File: config.mk
export PLATFORM = sky130hd
export DESIGN_NAME = ltc_ctrl
export DESIGN_NICKNAME = d
export VERILOG_FILES = /design/src/common/ltc_pkg.sv /design/src/hdl/ltc_ctrl.sv
export SDC_FILE = /design/constraint.sdc
export NUM_CORES = 1
export LEC_CHECK = 0
export CAP_MARGIN = 20
export CORE_MARGIN = 5
export CORE_UTILIZATION = 60
export CTS_CLUSTER_DIAMETER = 100
export DETAILED_ROUTE_END_ITERATION = 10
export DONT_BUFFER_PORTS = 1
export PLACE_DENSITY_LB_ADDON = 0.05
export SYNTH_ARGS = -nofsm -noshare
export SYNTH_HDL_FRONTEND = slang
export SYNTH_SLANG_ARGS = --single-unit
File: constraint.sdc
create_clock -name sys_clk_i -period 10.3 [get_ports sys_clk_i]
set_input_delay 0.515 -clock sys_clk_i [delete_from_list [all_inputs] [get_ports sys_clk_i]]
set_output_delay 0.515 -clock sys_clk_i [all_outputs]
set_load 0.01 [all_outputs]
File: src/common/ltc_pkg.sv
// ltc_pkg: shared types, register map and constants for the late-arrival / tail-chain controller
// assumes one 20 MHz clock and an Avalon-MM byte-addressed register slave
package ltc_pkg;

  localparam int unsigned PRIO_W    = 8;
  localparam int unsigned EXC_W     = 9;
  localparam int unsigned AV_ADDR_W = 4;

  // byte offsets of the register words
  localparam logic [AV_ADDR_W-1:0] REG_CTRL   = 4'h0;
  localparam logic [AV_ADDR_W-1:0] REG_STATUS = 4'h4;
  localparam logic [AV_ADDR_W-1:0] REG_ORIG   = 4'h8;
  localparam logic [AV_ADDR_W-1:0] REG_CONT   = 4'hc;

  // ctrl field positions
  localparam int unsigned CTRL_DEMOTE   = 0;
  localparam int unsigned CTRL_FPCA     = 1;
  localparam int unsigned CTRL_CLRRET   = 2;
  localparam int unsigned CTRL_ASYNC_LA = 3;
  localparam int unsigned CTRL_ROLLBACK = 4;
  localparam int unsigned CTRL_FP_PRES  = 5;
  localparam logic [5:0]  CTRL_RST      = 6'h20;

  localparam logic [31:0] UNMAPPED_VAL  = 32'h0000_0000;

  localparam logic [EXC_W-1:0]  EXC_ESCALATION_FAULT = 9'h003;
  localparam logic [EXC_W-1:0]  EXC_DBGMON    = 9'h00c;
  localparam logic [PRIO_W-1:0] PRIO_ESCALATION_FAULT = 8'hff; // escalation target is fixed at 8'hff, the least urgent level
  localparam logic [PRIO_W-1:0] PRIO_DEMOTE_BIT = 8'h80;

  // continuation field layout
  localparam int unsigned CONT_REG_LSB = 2;
  localparam int unsigned CONT_REG_MSB = 5;

  typedef enum logic [2:0] {
    LTC_IDLE   = 3'b000,
    LTC_ENTRY  = 3'b001,
    LTC_ACTIVE = 3'b010,
    LTC_RETURN = 3'b011,
    LTC_TAIL   = 3'b100
  } ltc_state_t;

  typedef struct packed {
    logic              valid;
    logic [EXC_W-1:0]  num;
    logic [PRIO_W-1:0] prio;
    logic              secure;
    logic              derived;
  } ltc_exc_t;

  typedef struct packed {
    logic       valid;
    logic       fp;
    logic [3:0] reg_num;
    logic       is_load;
  } ltc_cont_t;

endpackage

File: src/hdl/ltc_ctrl.sv
// ltc_ctrl: exception entry/return arbitration, tail-chaining, fp context control, continuation
// assumes the pipeline, stacking engine and exception sources run on sys_clk_i
//
// The implementer's own choices: the register addresses and the Avalon-MM slave port.
`timescale 1ns/1ps

module ltc_ctrl (
  input  wire logic                        sys_clk_i,
  input  wire logic                        rst_i,
  // avalon-mm slave
  input  wire logic [ltc_pkg::AV_ADDR_W-1:0] avs_address_i,
  input  wire logic                        avs_read_i,
  input  wire logic                        avs_write_i,
  input  wire logic [31:0]                 avs_writedata_i,
  input  wire logic [3:0]                  avs_byteenable_i,
  output logic [31:0]                      avs_readdata_o,
  output logic                             avs_waitrequest_o,
  // exception sources and pipeline
  input  wire ltc_pkg::ltc_exc_t           new_exc_i,
  input  wire logic                        entry_start_i,
  input  wire logic                        entry_done_i,
  input  wire logic                        return_start_i,
  input  wire logic                        return_done_i,
  input  wire logic [ltc_pkg::PRIO_W-1:0]  preempted_prio_i,
  input  wire logic [ltc_pkg::PRIO_W-1:0]  return_prio_i,
  input  wire logic                        background_secure_i,
  input  wire logic                        target_secure_i,
  input  wire logic                        dbgmon_num_match_i,
  input  wire ltc_pkg::ltc_cont_t          cont_i,
  input  wire logic                        single_load_abort_i,
  // outputs
  output ltc_pkg::ltc_exc_t                take_exc_o,
  output logic                             take_pulse_o,
  output logic                             pend_orig_o,
  output logic                             skip_unstack_o,
  output logic                             push_additional_o,
  output logic                             rollback_additional_o,
  output logic                             stack_fp_o,
  output logic                             clear_fp_o,
  output logic                             thread_hold_o,
  output logic                             callee_stacking_flag_o,
  output logic                             return_token_zero_o,
  output logic [7:0]                       continuation_field_o,
  output logic                             dest_write_block_o
);
  import ltc_pkg::*;

  // numerically smaller wins, ties do not
  function automatic logic outranks(input logic [PRIO_W-1:0] a, input logic [PRIO_W-1:0] b);
    outranks = (a < b);
  endfunction

  // nonsecure demotion folds the value into the high half of the range
  function automatic logic [PRIO_W-1:0] eff_prio(input ltc_exc_t e, input logic demote);
    eff_prio = (demote && !e.secure) ? ((e.prio >> 1) | PRIO_DEMOTE_BIT) : e.prio;
  endfunction

  // register state
  logic [5:0]  ctrl_q, ctrl_d;
  logic        rd_valid_q, rd_valid_d;
  logic [31:0] rdata_q, rdata_d;
  logic        wreq_q, wreq_d;

  // control state
  ltc_state_t  state_q, state_d;
  ltc_exc_t    cur_q, cur_d;
  ltc_exc_t    orig_q, orig_d;
  ltc_exc_t    defer_q, defer_d;
  ltc_exc_t    take_q, take_d;
  logic        take_pulse_q, take_pulse_d;
  logic        pend_orig_q, pend_orig_d;
  logic        skip_unstack_q, skip_unstack_d;
  logic        push_add_q, push_add_d;
  logic        rollback_q, rollback_d;
  logic        stack_fp_q, stack_fp_d;
  logic        clear_fp_q, clear_fp_d;
  logic        hold_q, hold_d;
  logic        callee_stacking_flag_q, callee_stacking_flag_d;
  logic        tok_zero_q, tok_zero_d;
  logic [7:0]  cont_q, cont_d;
  logic        dest_blk_q, dest_blk_d;
  logic        cur_secure_q, cur_secure_d;

  logic        demote;
  logic        is_dbgmon;
  ltc_exc_t    arr;
  ltc_exc_t    esc;

  assign demote    = ctrl_q[CTRL_DEMOTE];
  assign is_dbgmon = dbgmon_num_match_i || (new_exc_i.num == EXC_DBGMON);

  always_comb begin
    arr      = new_exc_i;
    arr.prio = eff_prio(new_exc_i, demote);
    esc         = arr;
    esc.num     = EXC_ESCALATION_FAULT;
    esc.prio    = PRIO_ESCALATION_FAULT;
    esc.secure  = arr.secure;
  end

  // register bus: one-cycle wait, answer on second edge
  always_comb begin
    ctrl_d     = ctrl_q;
    rd_valid_d = 1'b0;
    rdata_d    = rdata_q;
    // write lands on the edge the master sees the answer
    if (avs_write_i && rd_valid_q && (avs_address_i == REG_CTRL) && avs_byteenable_i[0]) begin
      ctrl_d = avs_writedata_i[5:0];
    end
    if (avs_write_i && !rd_valid_q) begin
      rd_valid_d = 1'b1;
    end else if (avs_read_i && !rd_valid_q) begin
      rd_valid_d = 1'b1;
      case (avs_address_i)
        REG_CTRL:   rdata_d = {26'h0, ctrl_q};
        REG_STATUS: rdata_d = {20'h0, callee_stacking_flag_q, tok_zero_q, pend_orig_q, defer_q.valid,
                               hold_q, cur_secure_q, 3'h0, state_q};
        REG_ORIG:   rdata_d = {6'h0, orig_q.valid, orig_q.num, orig_q.prio, 8'h0};
        REG_CONT:   rdata_d = {24'h0, cont_q};
        default:    rdata_d = UNMAPPED_VAL;
      endcase
    end
    wreq_d = !rd_valid_d;
  end

  always_ff @(posedge sys_clk_i or posedge rst_i) begin
    if (rst_i) begin
      ctrl_q     <= CTRL_RST;
      rd_valid_q <= 1'b0;
      rdata_q    <= 32'h0000_0000;
      wreq_q     <= 1'b1;
    end else begin
      ctrl_q     <= ctrl_d;
      rd_valid_q <= rd_valid_d;
      rdata_q    <= rdata_d;
      wreq_q     <= wreq_d;
    end
  end

  // exception sequencing
  always_comb begin
    state_d        = state_q;
    cur_d          = cur_q;
    orig_d         = orig_q;
    defer_d        = defer_q;
    take_d         = take_q;
    take_pulse_d   = 1'b0;
    pend_orig_d    = pend_orig_q;
    skip_unstack_d = 1'b0;
    push_add_d     = 1'b0;
    rollback_d     = 1'b0;
    stack_fp_d     = stack_fp_q;
    clear_fp_d     = 1'b0;
    hold_d         = hold_q;
    callee_stacking_flag_d         = callee_stacking_flag_q;
    tok_zero_d     = 1'b0;
    cur_secure_d   = cur_secure_q;
    case (state_q)
      LTC_IDLE, LTC_ACTIVE: begin
        hold_d = 1'b0;
        if (entry_start_i && arr.valid) begin
          state_d  = LTC_ENTRY;
          cur_d    = arr;
          stack_fp_d = ctrl_q[CTRL_FP_PRES] && ctrl_q[CTRL_FPCA];
        end
      end
      LTC_ENTRY: begin
        if (arr.valid && !entry_start_i) begin
          if (arr.derived) begin
            if (!outranks(arr.prio, preempted_prio_i)) begin
              // a standing derived arrival is escalated once only
              if (!is_dbgmon && (cur_q.num != EXC_ESCALATION_FAULT)) begin
                orig_d      = cur_q.valid ? cur_q : orig_q;
                pend_orig_d = 1'b1;
                cur_d       = esc;
              end
            end else if (outranks(arr.prio, cur_q.prio)) begin
              orig_d      = cur_q;
              pend_orig_d = 1'b1;
              cur_d       = arr;
            end
          end else if (outranks(arr.prio, cur_q.prio) && ctrl_q[CTRL_ASYNC_LA]) begin
            orig_d      = cur_q;
            pend_orig_d = 1'b1;
            cur_d       = arr;
            if (arr.secure && !cur_q.secure && background_secure_i) begin
              rollback_d = ctrl_q[CTRL_ROLLBACK];
              tok_zero_d = !ctrl_q[CTRL_ROLLBACK];
            end
          end else if (arr.num != cur_q.num) begin
            // async preemption disabled or not higher, keep pending
            defer_d = arr;
          end
        end
        if (entry_done_i) begin
          state_d      = LTC_ACTIVE;
          take_d       = cur_d;
          take_pulse_d = 1'b1;
          cur_secure_d = cur_d.secure;
        end
      end
      LTC_RETURN: begin
        // thread held during return and tail-chain
        hold_d = 1'b1;
        // fp clear on exception return only when CTRL_CLRRET, CTRL_FPCA and CTRL_FP_PRES are all set
        clear_fp_d = ctrl_q[CTRL_FP_PRES] && ctrl_q[CTRL_CLRRET] && ctrl_q[CTRL_FPCA];
        if (arr.valid && arr.derived && !outranks(arr.prio, return_prio_i)) begin
          // debug trap ignored, else escalate and chain
          if (!is_dbgmon) begin
            cur_d   = esc;
            state_d = LTC_TAIL;
          end
        end else if (arr.valid && outranks(arr.prio, return_prio_i)) begin
          cur_d   = arr;
          state_d = LTC_TAIL;
        end else if (pend_orig_q && outranks(orig_q.prio, return_prio_i)) begin
          cur_d       = orig_q;
          pend_orig_d = 1'b0;
          state_d     = LTC_TAIL;
        // suppressed derived raised at final return
        end else if (defer_q.valid && outranks(defer_q.prio, return_prio_i)) begin
          cur_d         = defer_q;
          defer_d.valid = 1'b0;
          state_d       = LTC_TAIL;
        end else if (return_done_i) begin
          state_d = LTC_IDLE;
          hold_d  = 1'b0;
        end
        if (state_d == LTC_TAIL) begin
          skip_unstack_d = 1'b1;
        end
      end
      LTC_TAIL: begin
        if (arr.valid && !arr.derived && ctrl_q[CTRL_ASYNC_LA] &&
            outranks(arr.prio, cur_q.prio)) begin
          if (cur_q.derived) begin
            defer_d = cur_q;
          end
          cur_d = arr;
        end else begin
          state_d      = LTC_ACTIVE;
          take_d       = cur_q;
          take_pulse_d = 1'b1;
          cur_secure_d = cur_q.secure;
          // secure to nonsecure pushes additional context only while callee_stacking_flag_q is set, and sets the flag
          if (background_secure_i && cur_secure_q && !cur_q.secure) begin
            if (callee_stacking_flag_q) begin
              push_add_d = 1'b1;
              callee_stacking_flag_d     = 1'b1;
            end else begin
              callee_stacking_flag_d = 1'b1;
            end
          end else if (background_secure_i && !cur_secure_q && cur_q.secure) begin
            callee_stacking_flag_d = 1'b0;
          end
        end
      end
      default: state_d = LTC_IDLE;
    endcase
    if (return_start_i && state_q == LTC_ACTIVE) begin
      state_d = LTC_RETURN;
    end
    if (entry_start_i && state_q == LTC_ENTRY) begin
      defer_d = defer_q;
    end
  end

  always_ff @(posedge sys_clk_i or posedge rst_i) begin
    if (rst_i) begin
      state_q        <= LTC_IDLE;
      cur_q          <= '0;
      orig_q         <= '0;
      defer_q        <= '0;
      take_q         <= '0;
      take_pulse_q   <= 1'b0;
      pend_orig_q    <= 1'b0;
      skip_unstack_q <= 1'b0;
      push_add_q     <= 1'b0;
      rollback_q     <= 1'b0;
      stack_fp_q     <= 1'b0;
      clear_fp_q     <= 1'b0;
      hold_q         <= 1'b0;
      callee_stacking_flag_q         <= 1'b1;
      tok_zero_q     <= 1'b0;
      cur_secure_q   <= 1'b0;
    end else begin
      state_q        <= state_d;
      cur_q          <= cur_d;
      orig_q         <= orig_d;
      defer_q        <= defer_d;
      take_q         <= take_d;
      take_pulse_q   <= take_pulse_d;
      pend_orig_q    <= pend_orig_d;
      skip_unstack_q <= skip_unstack_d;
      push_add_q     <= push_add_d;
      rollback_q     <= rollback_d;
      stack_fp_q     <= stack_fp_d;
      clear_fp_q     <= clear_fp_d;
      hold_q         <= hold_d;
      callee_stacking_flag_q         <= callee_stacking_flag_d;
      tok_zero_q     <= tok_zero_d;
      cur_secure_q   <= cur_secure_d;
    end
  end

  // continuation state capture
  always_comb begin
    cont_d     = cont_q;
    dest_blk_d = single_load_abort_i;
    if (take_pulse_d && cont_i.valid && (ctrl_q[CTRL_FP_PRES] || !cont_i.fp)) begin
      // first register or fp doubleword left
      // only bits 5:2 may be nonzero
      cont_d = 8'h00;
      cont_d[CONT_REG_MSB:CONT_REG_LSB] = cont_i.reg_num;
    end else if (take_pulse_d) begin
      cont_d = 8'h00;
    end
    if (single_load_abort_i) begin
      dest_blk_d = 1'b1;
    end
  end

  always_ff @(posedge sys_clk_i or posedge rst_i) begin
    if (rst_i) begin
      cont_q     <= 8'h00;
      dest_blk_q <= 1'b0;
    end else begin
      cont_q     <= cont_d;
      dest_blk_q <= dest_blk_d;
    end
  end

  assign avs_readdata_o         = rdata_q;
  assign avs_waitrequest_o      = wreq_q;
  assign take_exc_o             = take_q;
  assign take_pulse_o           = take_pulse_q;
  assign pend_orig_o            = pend_orig_q;
  assign skip_unstack_o         = skip_unstack_q;
  assign push_additional_o      = push_add_q;
  assign rollback_additional_o  = rollback_q;
  assign stack_fp_o             = stack_fp_q;
  assign clear_fp_o             = clear_fp_q;
  assign thread_hold_o          = hold_q;
  assign callee_stacking_flag_o = callee_stacking_flag_q;
  assign return_token_zero_o    = tok_zero_q;
  assign continuation_field_o   = cont_q;
  assign dest_write_block_o     = dest_blk_q;

endmodule

==> results of run 1 <==
-- worst max-delay path, delay by kind of cell (launching register included) --
kind	cells	cell delay (ns)
compound gates	6	1.82
simple gates	2	0.70
fa+ha+maj	1	0.31
buf+inv	2	0.95
flops	1	0.48
mux	1	0.35
-- registers in the layout (all words and copies together) (netlist names), 3 cells and up --
name and count:
avs_readdata_o 26, continuation_field_o 4, ctrl_q 6, cur_q 20
defer_q 20, orig_q 20, state_q 3, take_exc_o 20
-- power groups by stage --
stage | Combinational [mW] | Clock [mW] | Sequential (mW)
floorplan | 0.770 | 0 | 0.847
global placement | 0.908 | 0 | 0.950
detailed placement | 0.949 | 0 | 0.957
CTS | 0.955 | 0.603 | 0.950
global route | 1.06 | 0.625 | 0.978
finish | 0.975 | 0.600 | 0.958
-- cell usage in the layout (no fill, tap or decap), drive strengths merged, types with 5 or more instances in the layout --
cell,count
conb,10
mux2,42
a211oi,10
nor2,52
a31oi,6
o21a,5
nand4,8
ha,35
mux2i,10
nor2b,11
nor3,9
o32ai,7
o21ai,74
clkbuf,23
nand3,15
inv,51
a22oi,23
and2,7
xor2,9
a21oi,58
a22o,15
nand2b,7
o211ai,7
dfrtp,129
nand2,90
o22ai,11
nor4,5
a221oi,8
-- path summary, 6_finish.rpt --
path	startpoint	end	slack, ns	cells after the start
max	ctrl_q[0]	take_exc_o[0]	5.59	12
min in group sys_clk_i	single_load_abort_i	dest_write_block_o	0.13	0
max reg2reg	ctrl_q[0]	take_exc_o[0]	5.59	12
max in group asynchronous	rst_i	orig_q[15]	8.81	2
min	rst_i	stack_fp_o	0.10	1
min reg2reg	rd_valid_q	rd_valid_q	0.47	1
-- cells by family after synthesis --
family,after synthesis
AOI/OAI and AO/OA,273
and+or+nand+nor,221
DFF,132
buffers and inverters,105
muxes,52
adders and majority gates,35
xor gates and xnor gates,9
other,1
-- stage by stage --
stage               area (sq um)  power (mW)
CTS                         8390        2.51
finish                      8390        2.53
floorplan                   7830        1.62
global route                8390        2.67
global placement            7800        1.86
detailed placement          7810        1.91
-- area by class of cell --
type	count	share of cell area
flip-flops and latches	132	0.394
well taps	172	0.0256
clock inverters	9	0.0127
clock buffers	23	0.0569
repair buffers	4	0.00403
inverters	51	0.0231
multi-input cells	600	0.484
-- metal layers --
| layer | GRT usage | wire length, um |
|---|---|---|
| met1 | 0.430 | 9820 |
| met2 | 0.470 | 10500 |
| met3 | 0.0799 | 2540 |
| met4 | 0.106 | 475 |
| met5 | 0 | 0 |
==> impl_metrics.yaml, run 1 <==
global_route:
  grt_pass1_vias: 6469
  antenna_found_initial: 0
  grt_max_degree: 69
  overflow: 0
  grt_pass1_wl_um: 36000
  grt_usage: 0.309
setup_path:
  slowest_delay_ns: 0.84
  critPathArrivalTime_ns: 5.07
  crit_fanout: 26
  cp-end-kind: "register"
  setup.worst_path.start_class: "register"
  required_ns: 10.66
  path_cells: "or2b_1 -> mux2i_1 -> inv_1 -> ha_1 -> o211ai_1 -> a21oi_1 -> o21a_4 -> nor3_1 -> o21a_1 -> inv_1 -> o211ai_1 -> o21a_1"
  critical_path_class: "reg -> reg"
  worst_path_max_delay_cell: "o21a_1"
synthesis:
  synthFlopType: "dfrtp_1"
  synth_top_family_by_area: "compound AO/OA/AOI/OAI gates"
  ys_types: 79
  synth_top_area_share: 0.414
  synth.cell_area_sq_um: 7800
  synth-xor-area-share: 0.0101
  ys_ff_latch: 132
  async_flop_share: 1.00
  syn_area_per_cell_sq_um: 9.42
  yosys.area_share.simple: 0.132
  synth_edf_count: 0
  synth_compound_area_frac: 0.238
  yosysTopAreaCell: "dfrtp_1"
  yosysWarningCount: 0
  yosys-top-cells-count: "dfrtp_1, nand2_1, o21ai_0"
  ys_seq_area_frac: 0.424
  synthMuxAreaShare: 0.0778
  synth_most_common_cell: "dfrtp_1"
  synth_cells: 828
  synth_area_leaders: "dfrtp_1, ha_1, mux2_2"
  yosys.area_share.adder: 0.0562
timing:
  setup_viol: 0
  clock-skew-final_ns: 0.00960
  period_share: 0.457
  worst_pin_slew_ns: 1.13
  max_freq_mhz: 212
  rsz0062_at_grt: "false"
  drv_slew: 0
  layout_setup_ws_ns: 5.59
  final_hold_viol_count: 0
  slew_headroom: 0.245
  fin_hold_ws_ns: 0.103
  tns_ns: 0
  fin_crit_ns: 4.71
routing:
  drc_errors: 0
  ant_nets: 0
  vias: 6622
  wl_per_cell_um: 23.6
  drt-pass1-iter-count: 5
  vias_per_cell: 6.68
  drt_iter0_drc: 727
  totalWireLength_um: 23400
final_layout:
  layout-drive-gt1-share: 0.123
  fill_cells: 1043
  multi_input_area_sq_um: 4060
  seq_area_sq_um: 3310
  post-route-util: 0.662
  diodes: 0
  syn2layout_area_growth_pct: 7.62
  layoutNonFillerInstCount: 991
  finish.net_count: 936
placement:
  dp_hpwl_um: 17000
  dp_worst_setup_slack_ns: 5.69
  gp_congestion: 0.905
  portBuffers: 0
  dp.cells: 959
pwr:
  ir_worst_vdd_mv: 0.141
  comb_power_share: 0.385
  swShare: 0.414
  p_leak_nw: 3.79
  switching_power_mw: 1.05
  p_int_mw: 1.48
  power.density_nw_per_um2: 302
  pwr-share-seq: 0.378
  pwr-share-clk: 0.237
floorplan:
  ios: 167
  die_h_um: 124
  fp.dieW_um: 124
  design.core.area_sq_um: 12700
  rows: 41
  start_util: 0.615
  die-area_sq_um: 15400
cts:
  path_clk_slew_ns: 0.06
  clkSinkCount: 132
  clk_latency_ns: 0.42
  postCtsHoldBufs: 0
  cts_inserted_buffers: 17
  cts_tree: "built"
  post_cts_resized: 0
  cts-root-buf: "clkbuf_16"
  clk_path_buf_depth: 2
  htreeDepth: 4
  post_cts_buffers: 0
min_path:
  hp-class: "in -> async"
outcome:
  status: "finished clean"
job:
  drv_cap: 0
Power figures use the tool's default switching activity.
==> run 2: changes to the inputs <==
--- a/config.mk
+++ b/config.mk
@@ -7,7 +7,7 @@
 export LEC_CHECK = 0
 export CAP_MARGIN = 20
 export CORE_MARGIN = 5
-export CORE_UTILIZATION = 60
+export CORE_UTILIZATION = 58
 export CTS_CLUSTER_DIAMETER = 100
 export DETAILED_ROUTE_END_ITERATION = 10
 export DONT_BUFFER_PORTS = 1
==> constraint.sdc (replaced) <==
create_clock -name sys_clk_i -period 3.9 [get_ports sys_clk_i]
set_input_delay 0.195 -clock sys_clk_i [delete_from_list [all_inputs] [get_ports sys_clk_i]]
set_output_delay 0.195 -clock sys_clk_i [all_outputs]
set_load 0.01 [all_outputs]
==> run 2 against run 1 <==
  * Power rose to 2.7 times the previous value
  * Via count is 4.0% higher
  * Clock-buffer cell count fell by 6
  * Largest power group unchanged
  * Non-clock buffer count is 49 higher
  * First-iteration DRC count fell by 4.0%
  * Largest cell class unchanged
  * Sequential share of layout area is 1.9 points lower
  * Worst setup slack worse by 5.4 ns
  * Combinational power rose to 2.8 times the previous value
  * Utilization increased by 0.65 points
  * Routed wire length grew 2.0%
  * Critical path depth did not move
  * Global-route usage down 0.76 points
==> impl_metrics.yaml, run 2 (synthesis results as in run 1) <==
outcome:
  status: "finished clean"
timing:
  tns_ns: 0
  rsz0062_at_grt: "false"
  fin_crit_ns: 3.75
  drv_slew: 0
  slew_headroom: 0.367
  final_hold_viol_count: 0
  clock-skew-final_ns: 0.00950
  worst_pin_slew_ns: 0.950
  period_share: 0.962
  setup_viol: 0
  fin_hold_ws_ns: 0.0126
  max_freq_mhz: 267
global_route:
  grt_pass1_wl_um: 37900
  grt_pass1_vias: 6857
  grt_max_degree: 74
  overflow: 0
  antenna_found_initial: 0
  grt_usage: 0.301
cts:
  htreeDepth: 4
  cts_inserted_buffers: 17
  cts-root-buf: "clkbuf_16"
  clk_latency_ns: 0.43
  clkSinkCount: 132
  post_cts_buffers: 0
  clk_path_buf_depth: 2
  cts_tree: "built"
  path_clk_slew_ns: 0.07
pwr:
  p_leak_nw: 4.01
  p_int_mw: 3.86
  power_mw: 6.73
  pwr-share-clk: 0.229
  pwr-share-seq: 0.368
  power.density_nw_per_um2: 763
  comb_power_share: 0.403
  swShare: 0.427
  switching_power_mw: 2.87
  ir_worst_vdd_mv: 0.426
floorplan:
  ios: 167
  design.core.area_sq_um: 13200
  fp.dieW_um: 126
  rows: 42
  die-area_sq_um: 15900
  die_h_um: 126
  start_util: 0.591
routing:
  totalWireLength_um: 23900
  ant_nets: 0
  wl_per_cell_um: 22.8
  drt_iter0_drc: 698
  drt-pass1-iter-count: 7
  vias_per_cell: 6.60
  vias: 6890
  drc_errors: 0
final_layout:
  finish.net_count: 985
  largest_reg_flops: 26
  layout-drive-gt1-share: 0.143
  final_cell_mix: "dfrtp_1, nand2_1, o21ai_0"
  layoutNonFillerInstCount: 1044
  fill_cells: 1060
  syn2layout_area_growth_pct: 13.1
  layout_commonest_cell: "dfrtp_1"
  diodes: 0
placement:
  dp_hpwl_um: 16900
  portBuffers: 0
  gp_congestion: 0.911
  dp.cells: 981
min_path:
  hp-start: "new_exc_i[10]"
  whs_path_depth: 2
  hp-class: "in -> reg"
  worstHoldEndpoint: "take_exc_o[10]"
setup_path:
  crit_fanout: 9
  rr_worst_depth: 12
  regToRegEndpoint: "orig_q[9]"
  required_ns: 4.22
  critical_path_class: "reg -> reg"
  setup.worst_path.start_class: "register"
  critPathArrivalTime_ns: 4.07
  cp-end-kind: "register"
  reg2reg_slack_ns: 0.15
  rr_startpoint: "ctrl_q[0]"
job:
  drv_cap: 0
run 2: changes by cell type in the layout (fill, tap and decap cells not counted), moves of 2 or more:
cell	previous run	this run
inv_8	0	4
clkbuf_8	3	0
clkbuf_1	3	0
clkinv_4	1	3
clkinv_2	3	0
dlygate4sd3_1	0	31
inv_6	0	5
bufinv_16	2	0
buf_4	3	21
run 2: metal layers:
metal  track usage  vias up  part of all wire
met5             0        -                 0
met3        0.0978       57              0.11
li1              -     3061                 -
met4         0.105        0             0.021
met2         0.454      395              0.45
met1         0.411     3377              0.42
run 2: worst max path at each step:
stage,start,endpoint
after detailed placement,ctrl_q[0],cur_q[14]
after global routing,ctrl_q[0],rollback_additional_o
after global placement,ctrl_q[0],cur_q[9]
final,ctrl_q[0],orig_q[9]
after floorplan,rst_i,avs_readdata_o[0]
after CTS,ctrl_q[0],cur_q[14]
run 2: worst max-delay path: stages, from the launching register on:
cell and delay, ns:
dfrtp_2 0.46, nor2b_4 0.17, nor2_1 0.25, inv_1 0.25, ha_1 0.37, nand4_1 0.15, o21ai_0 0.17, a211oi_4 0.42
a21o_1 0.36, a22o_1 0.22, o311a_2 0.21, buf_4 0.23, mux2_2 0.35
run 2: layout make-up:
| cell class | count | area [sq um] | share of cell area |
|---|---|---|---|
| clock inverters | 15 | 138 | 0.0156 |
| multi-input cells | 600 | 4060 | 0.460 |
| repair buffers | 53 | 479 | 0.0543 |
| well taps | 176 | 220 | 0.0250 |
| flip-flops and latches | 132 | 3310 | 0.375 |
| inverters | 51 | 194 | 0.0220 |
| clock buffers | 17 | 425 | 0.0482 |
run 2: power by group through the flow:
stage                     clock (mW)  sequential [mW]  combinational [mW]
after global routing            1.62             2.54                2.98
after CTS                       1.55             2.46                2.65
after global placement             0             2.46                2.50
after detailed placement           0             2.48                2.59
after floorplan                    0             2.24                2.03
final                           1.54             2.48                2.71
run 2: repair_timing:
action | CTS | global route
hold buffers | 31 | 0
endpoints found under the setup margin | 0 | 8
hold endpoints to repair | 116 | 0
gates resized for setup | 0 | 3
run 2: per-stage QoR:
step / area, sq um / util / setup WS (ns)
global route: 8820 / 0.669 / 0.0476
floorplan: 7830 / - / 0.184
detailed placement: 7940 / 0.602 / 0.134
finish: 8820 / 0.669 / 0.149
global placement: 7930 / 0.601 / 0.0801
CTS: 8810 / 0.668 / 0.120
==> run 3: changes to the inputs <==
--- a/config.mk
+++ b/config.mk
@@ -5,9 +5,10 @@
 export SDC_FILE = /design/constraint.sdc
 export NUM_CORES = 1
 export LEC_CHECK = 0
+export ABC_AREA = 1
 export CAP_MARGIN = 20
 export CORE_MARGIN = 5
-export CORE_UTILIZATION = 58
+export CORE_UTILIZATION = 59
 export CTS_CLUSTER_DIAMETER = 100
 export DETAILED_ROUTE_END_ITERATION = 10
 export DONT_BUFFER_PORTS = 1
==> run 3 against run 2 <==
  * Via count up 22%
  * Worst hold slack worse by 0.0055 ns
  * First-iteration DRC count up 44%
  * Final area up 10%
  * Cell count up 39%
  * Die area up 8.2%
  * Sequential power down 5%
  * Worst setup slack better by 0.17 ns
==> impl_metrics.yaml, run 3 <==
outcome:
  status: "finished clean"
floorplan:
  die_h_um: 131
  design.core.area_sq_um: 14500
  ios: 167
  fp.dieW_um: 131
  start_util: 0.597
  die-area_sq_um: 17200
  rows: 44
setup_path:
  cp-end-kind: "register"
  critPathArrivalTime_ns: 3.92
  critical_path_class: "reg -> reg"
  worst_path_max_delay_cell: "o21ai_0"
  crit_fanout: 23
  path_cells: "nand2_2 -> o21ai_0 -> buf_4 -> ha_1 -> a21oi_1 -> nor2_1 -> a211oi_1 -> buf_4 -> nand4_1 -> nand2_1 -> inv_2 -> nand2_2 -> inv_2 -> nand3_1 -> o21ai_1"
  slowest_delay_ns: 0.58
  setup.worst_path.start_class: "register"
  required_ns: 4.24
min_path:
  hp-class: "in -> reg"
timing:
  period_share: 0.919
  worst_pin_slew_ns: 0.989
  max_freq_mhz: 279
  final_hold_viol_count: 0
  clock-skew-final_ns: 0.0137
  rsz0062_at_grt: "false"
  layout_setup_ws_ns: 0.315
  fin_crit_ns: 3.58
  slew_headroom: 0.341
  drv_slew: 0
  tns_ns: 0
  setup_viol: 0
global_route:
  antenna_found_initial: 0
  grt_pass1_wl_um: 42100
  overflow: 0
  grt_max_degree: 107
  grt_usage: 0.324
  grt_pass1_vias: 7688
final_layout:
  diodes: 0
  design_area_sq_um: 9730
  syn2layout_area_growth_pct: 12.6
  post-route-util: 0.672
  layout-drive-gt1-share: 0.105
  layout_commonest_cell: "nand2_1"
  largest_reg_flops: 26
  finish.net_count: 1388
  final_cell_mix: "nand2_1, inv_1, dfrtp_1"
pwr:
  p_leak_nw: 5.02
  power.density_nw_per_um2: 799
  power_mw: 7.78
  ir_worst_vdd_mv: 0.440
routing:
  ant_nets: 0
  drt-pass1-iter-count: 6
  wl_per_cell_um: 19.0
  totalWireLength_um: 27600
  vias_per_cell: 5.79
  drc_errors: 0
  vias: 8423
  drt_iter0_drc: 1005
placement:
  placedInstanceArea_sq_um: 8910
  dp_hpwl_um: 19700
  dp_worst_setup_slack_ns: 0.484
  gp_congestion: 0.912
  portBuffers: 0
synthesis:
  syn_area_per_cell_sq_um: 7.01
  ys_ff_latch: 132
  ys_types: 38
  yosys-top-cells-count: "nand2_1, inv_1, dfrtp_1"
  ys_seq_area_frac: 0.383
  synth_area_leaders: "dfrtp_1, nand2_1, inv_1"
  synth_cells: 1233
  synth_most_common_cell: "nand2_1"
  yosysTopAreaCell: "dfrtp_1"
  synth.cell_area_sq_um: 8640
  synth_edf_count: 0
  synth_top_area_share: 0.373
  async_flop_share: 1.00
  synthFlopType: "dfrtp_1"
  yosysWarningCount: 0
job:
  drv_cap: 0
cts:
  htreeDepth: 4
  cts-root-buf: "clkbuf_16"
  clkSinkCount: 132
  path_clk_slew_ns: 0.07
  clk_latency_ns: 0.43
  post_cts_resized: 0
  cts_tree: "built"
  clk_path_buf_depth: 2
  post_cts_buffers: 0
  cts_inserted_buffers: 17
  postCtsHoldBufs: 20
## run 3: cell types whose count changed in the layout (fill, tap and decap cells not counted), sizes merged, moves of 10 or more
cell | previous run | this run
a21oi | 58 | 74
a22o | 15 | 0
a22oi | 23 | 0
dlygate4sd3 | 31 | 20
inv | 60 | 159
mux2 | 42 | 2
mux2i | 10 | 0
nand2 | 90 | 363
nand3 | 15 | 86
nand4 | 8 | 27
nor2 | 52 | 135
nor2b | 11 | 0
o21ai | 74 | 104
## run 3: per-stage QoR
stage	hold slack (ns)	cells
after global placement	0.227	1401
after CTS	0.00912	1455
after global routing	0.0118	1455
after floorplan	0.226	1242
final	0.00710	1455
after detailed placement	0.227	1403
## run 3: critical path: cells and delay by family (launching register included)
| kind | cells | cell delay, ns |
|---|---|---|
| AO/OA/AOI/OAI | 4 | 0.95 |
| buffers and inverters | 4 | 1.02 |
| adder cells (fa/ha/maj) | 1 | 0.14 |
| flip-flops | 1 | 0.36 |
| AND/OR/NAND/NOR | 6 | 1.01 |
## run 3: final cells by class
cell class	instances	area, sq um
Fill cell	1299	4740
Multi-Input combinational cell	896	4480
Sequential cell	132	3310
Inverter	160	606
Timing Repair Buffer	51	485
Clock buffer	20	447
Tap cell	184	230
Clock inverter	12	180
## run 3: path summary, 6_finish.rpt
check,from,endpoint,slack (ns),cells past startpoint
hold reg to reg,ctrl_q[4],return_token_zero_o,0.45,1
setup / recovery,ctrl_q[0],continuation_field_o[2],0.32,15
setup reg to reg,ctrl_q[0],continuation_field_o[2],0.32,15
hold / removal,return_start_i,state_q[1],0.007,2
min in group asynchronous,rst_i,orig_q[2],0.46,2
max in group asynchronous,rst_i,avs_waitrequest_o,2.45,3
## run 3: kinds of logic after synthesis
| group | synth area share |
|---|---|
| simple gates | 0.309 |
| compound gates | 0.144 |
| buf+inv | 0.105 |
| flops | 0.383 |
| fa+ha+maj | 0.0507 |
| xor+xnor | 0.00507 |
| mux | 0.00261 |
| other cells | 0.000434 |
## run 3: report_power, final
group          internal [mW]  switching (mW)  total, mW
logic                   1.18            2.53       3.71
clock network           1.09           0.621       1.71
registers               1.89           0.473       2.36
## run 3: per-layer routing
layer  part of all wire  GRT usage
met1               0.42      0.454
met2               0.43      0.474
met3               0.12      0.105
met4              0.030      0.109
met5                  0          0
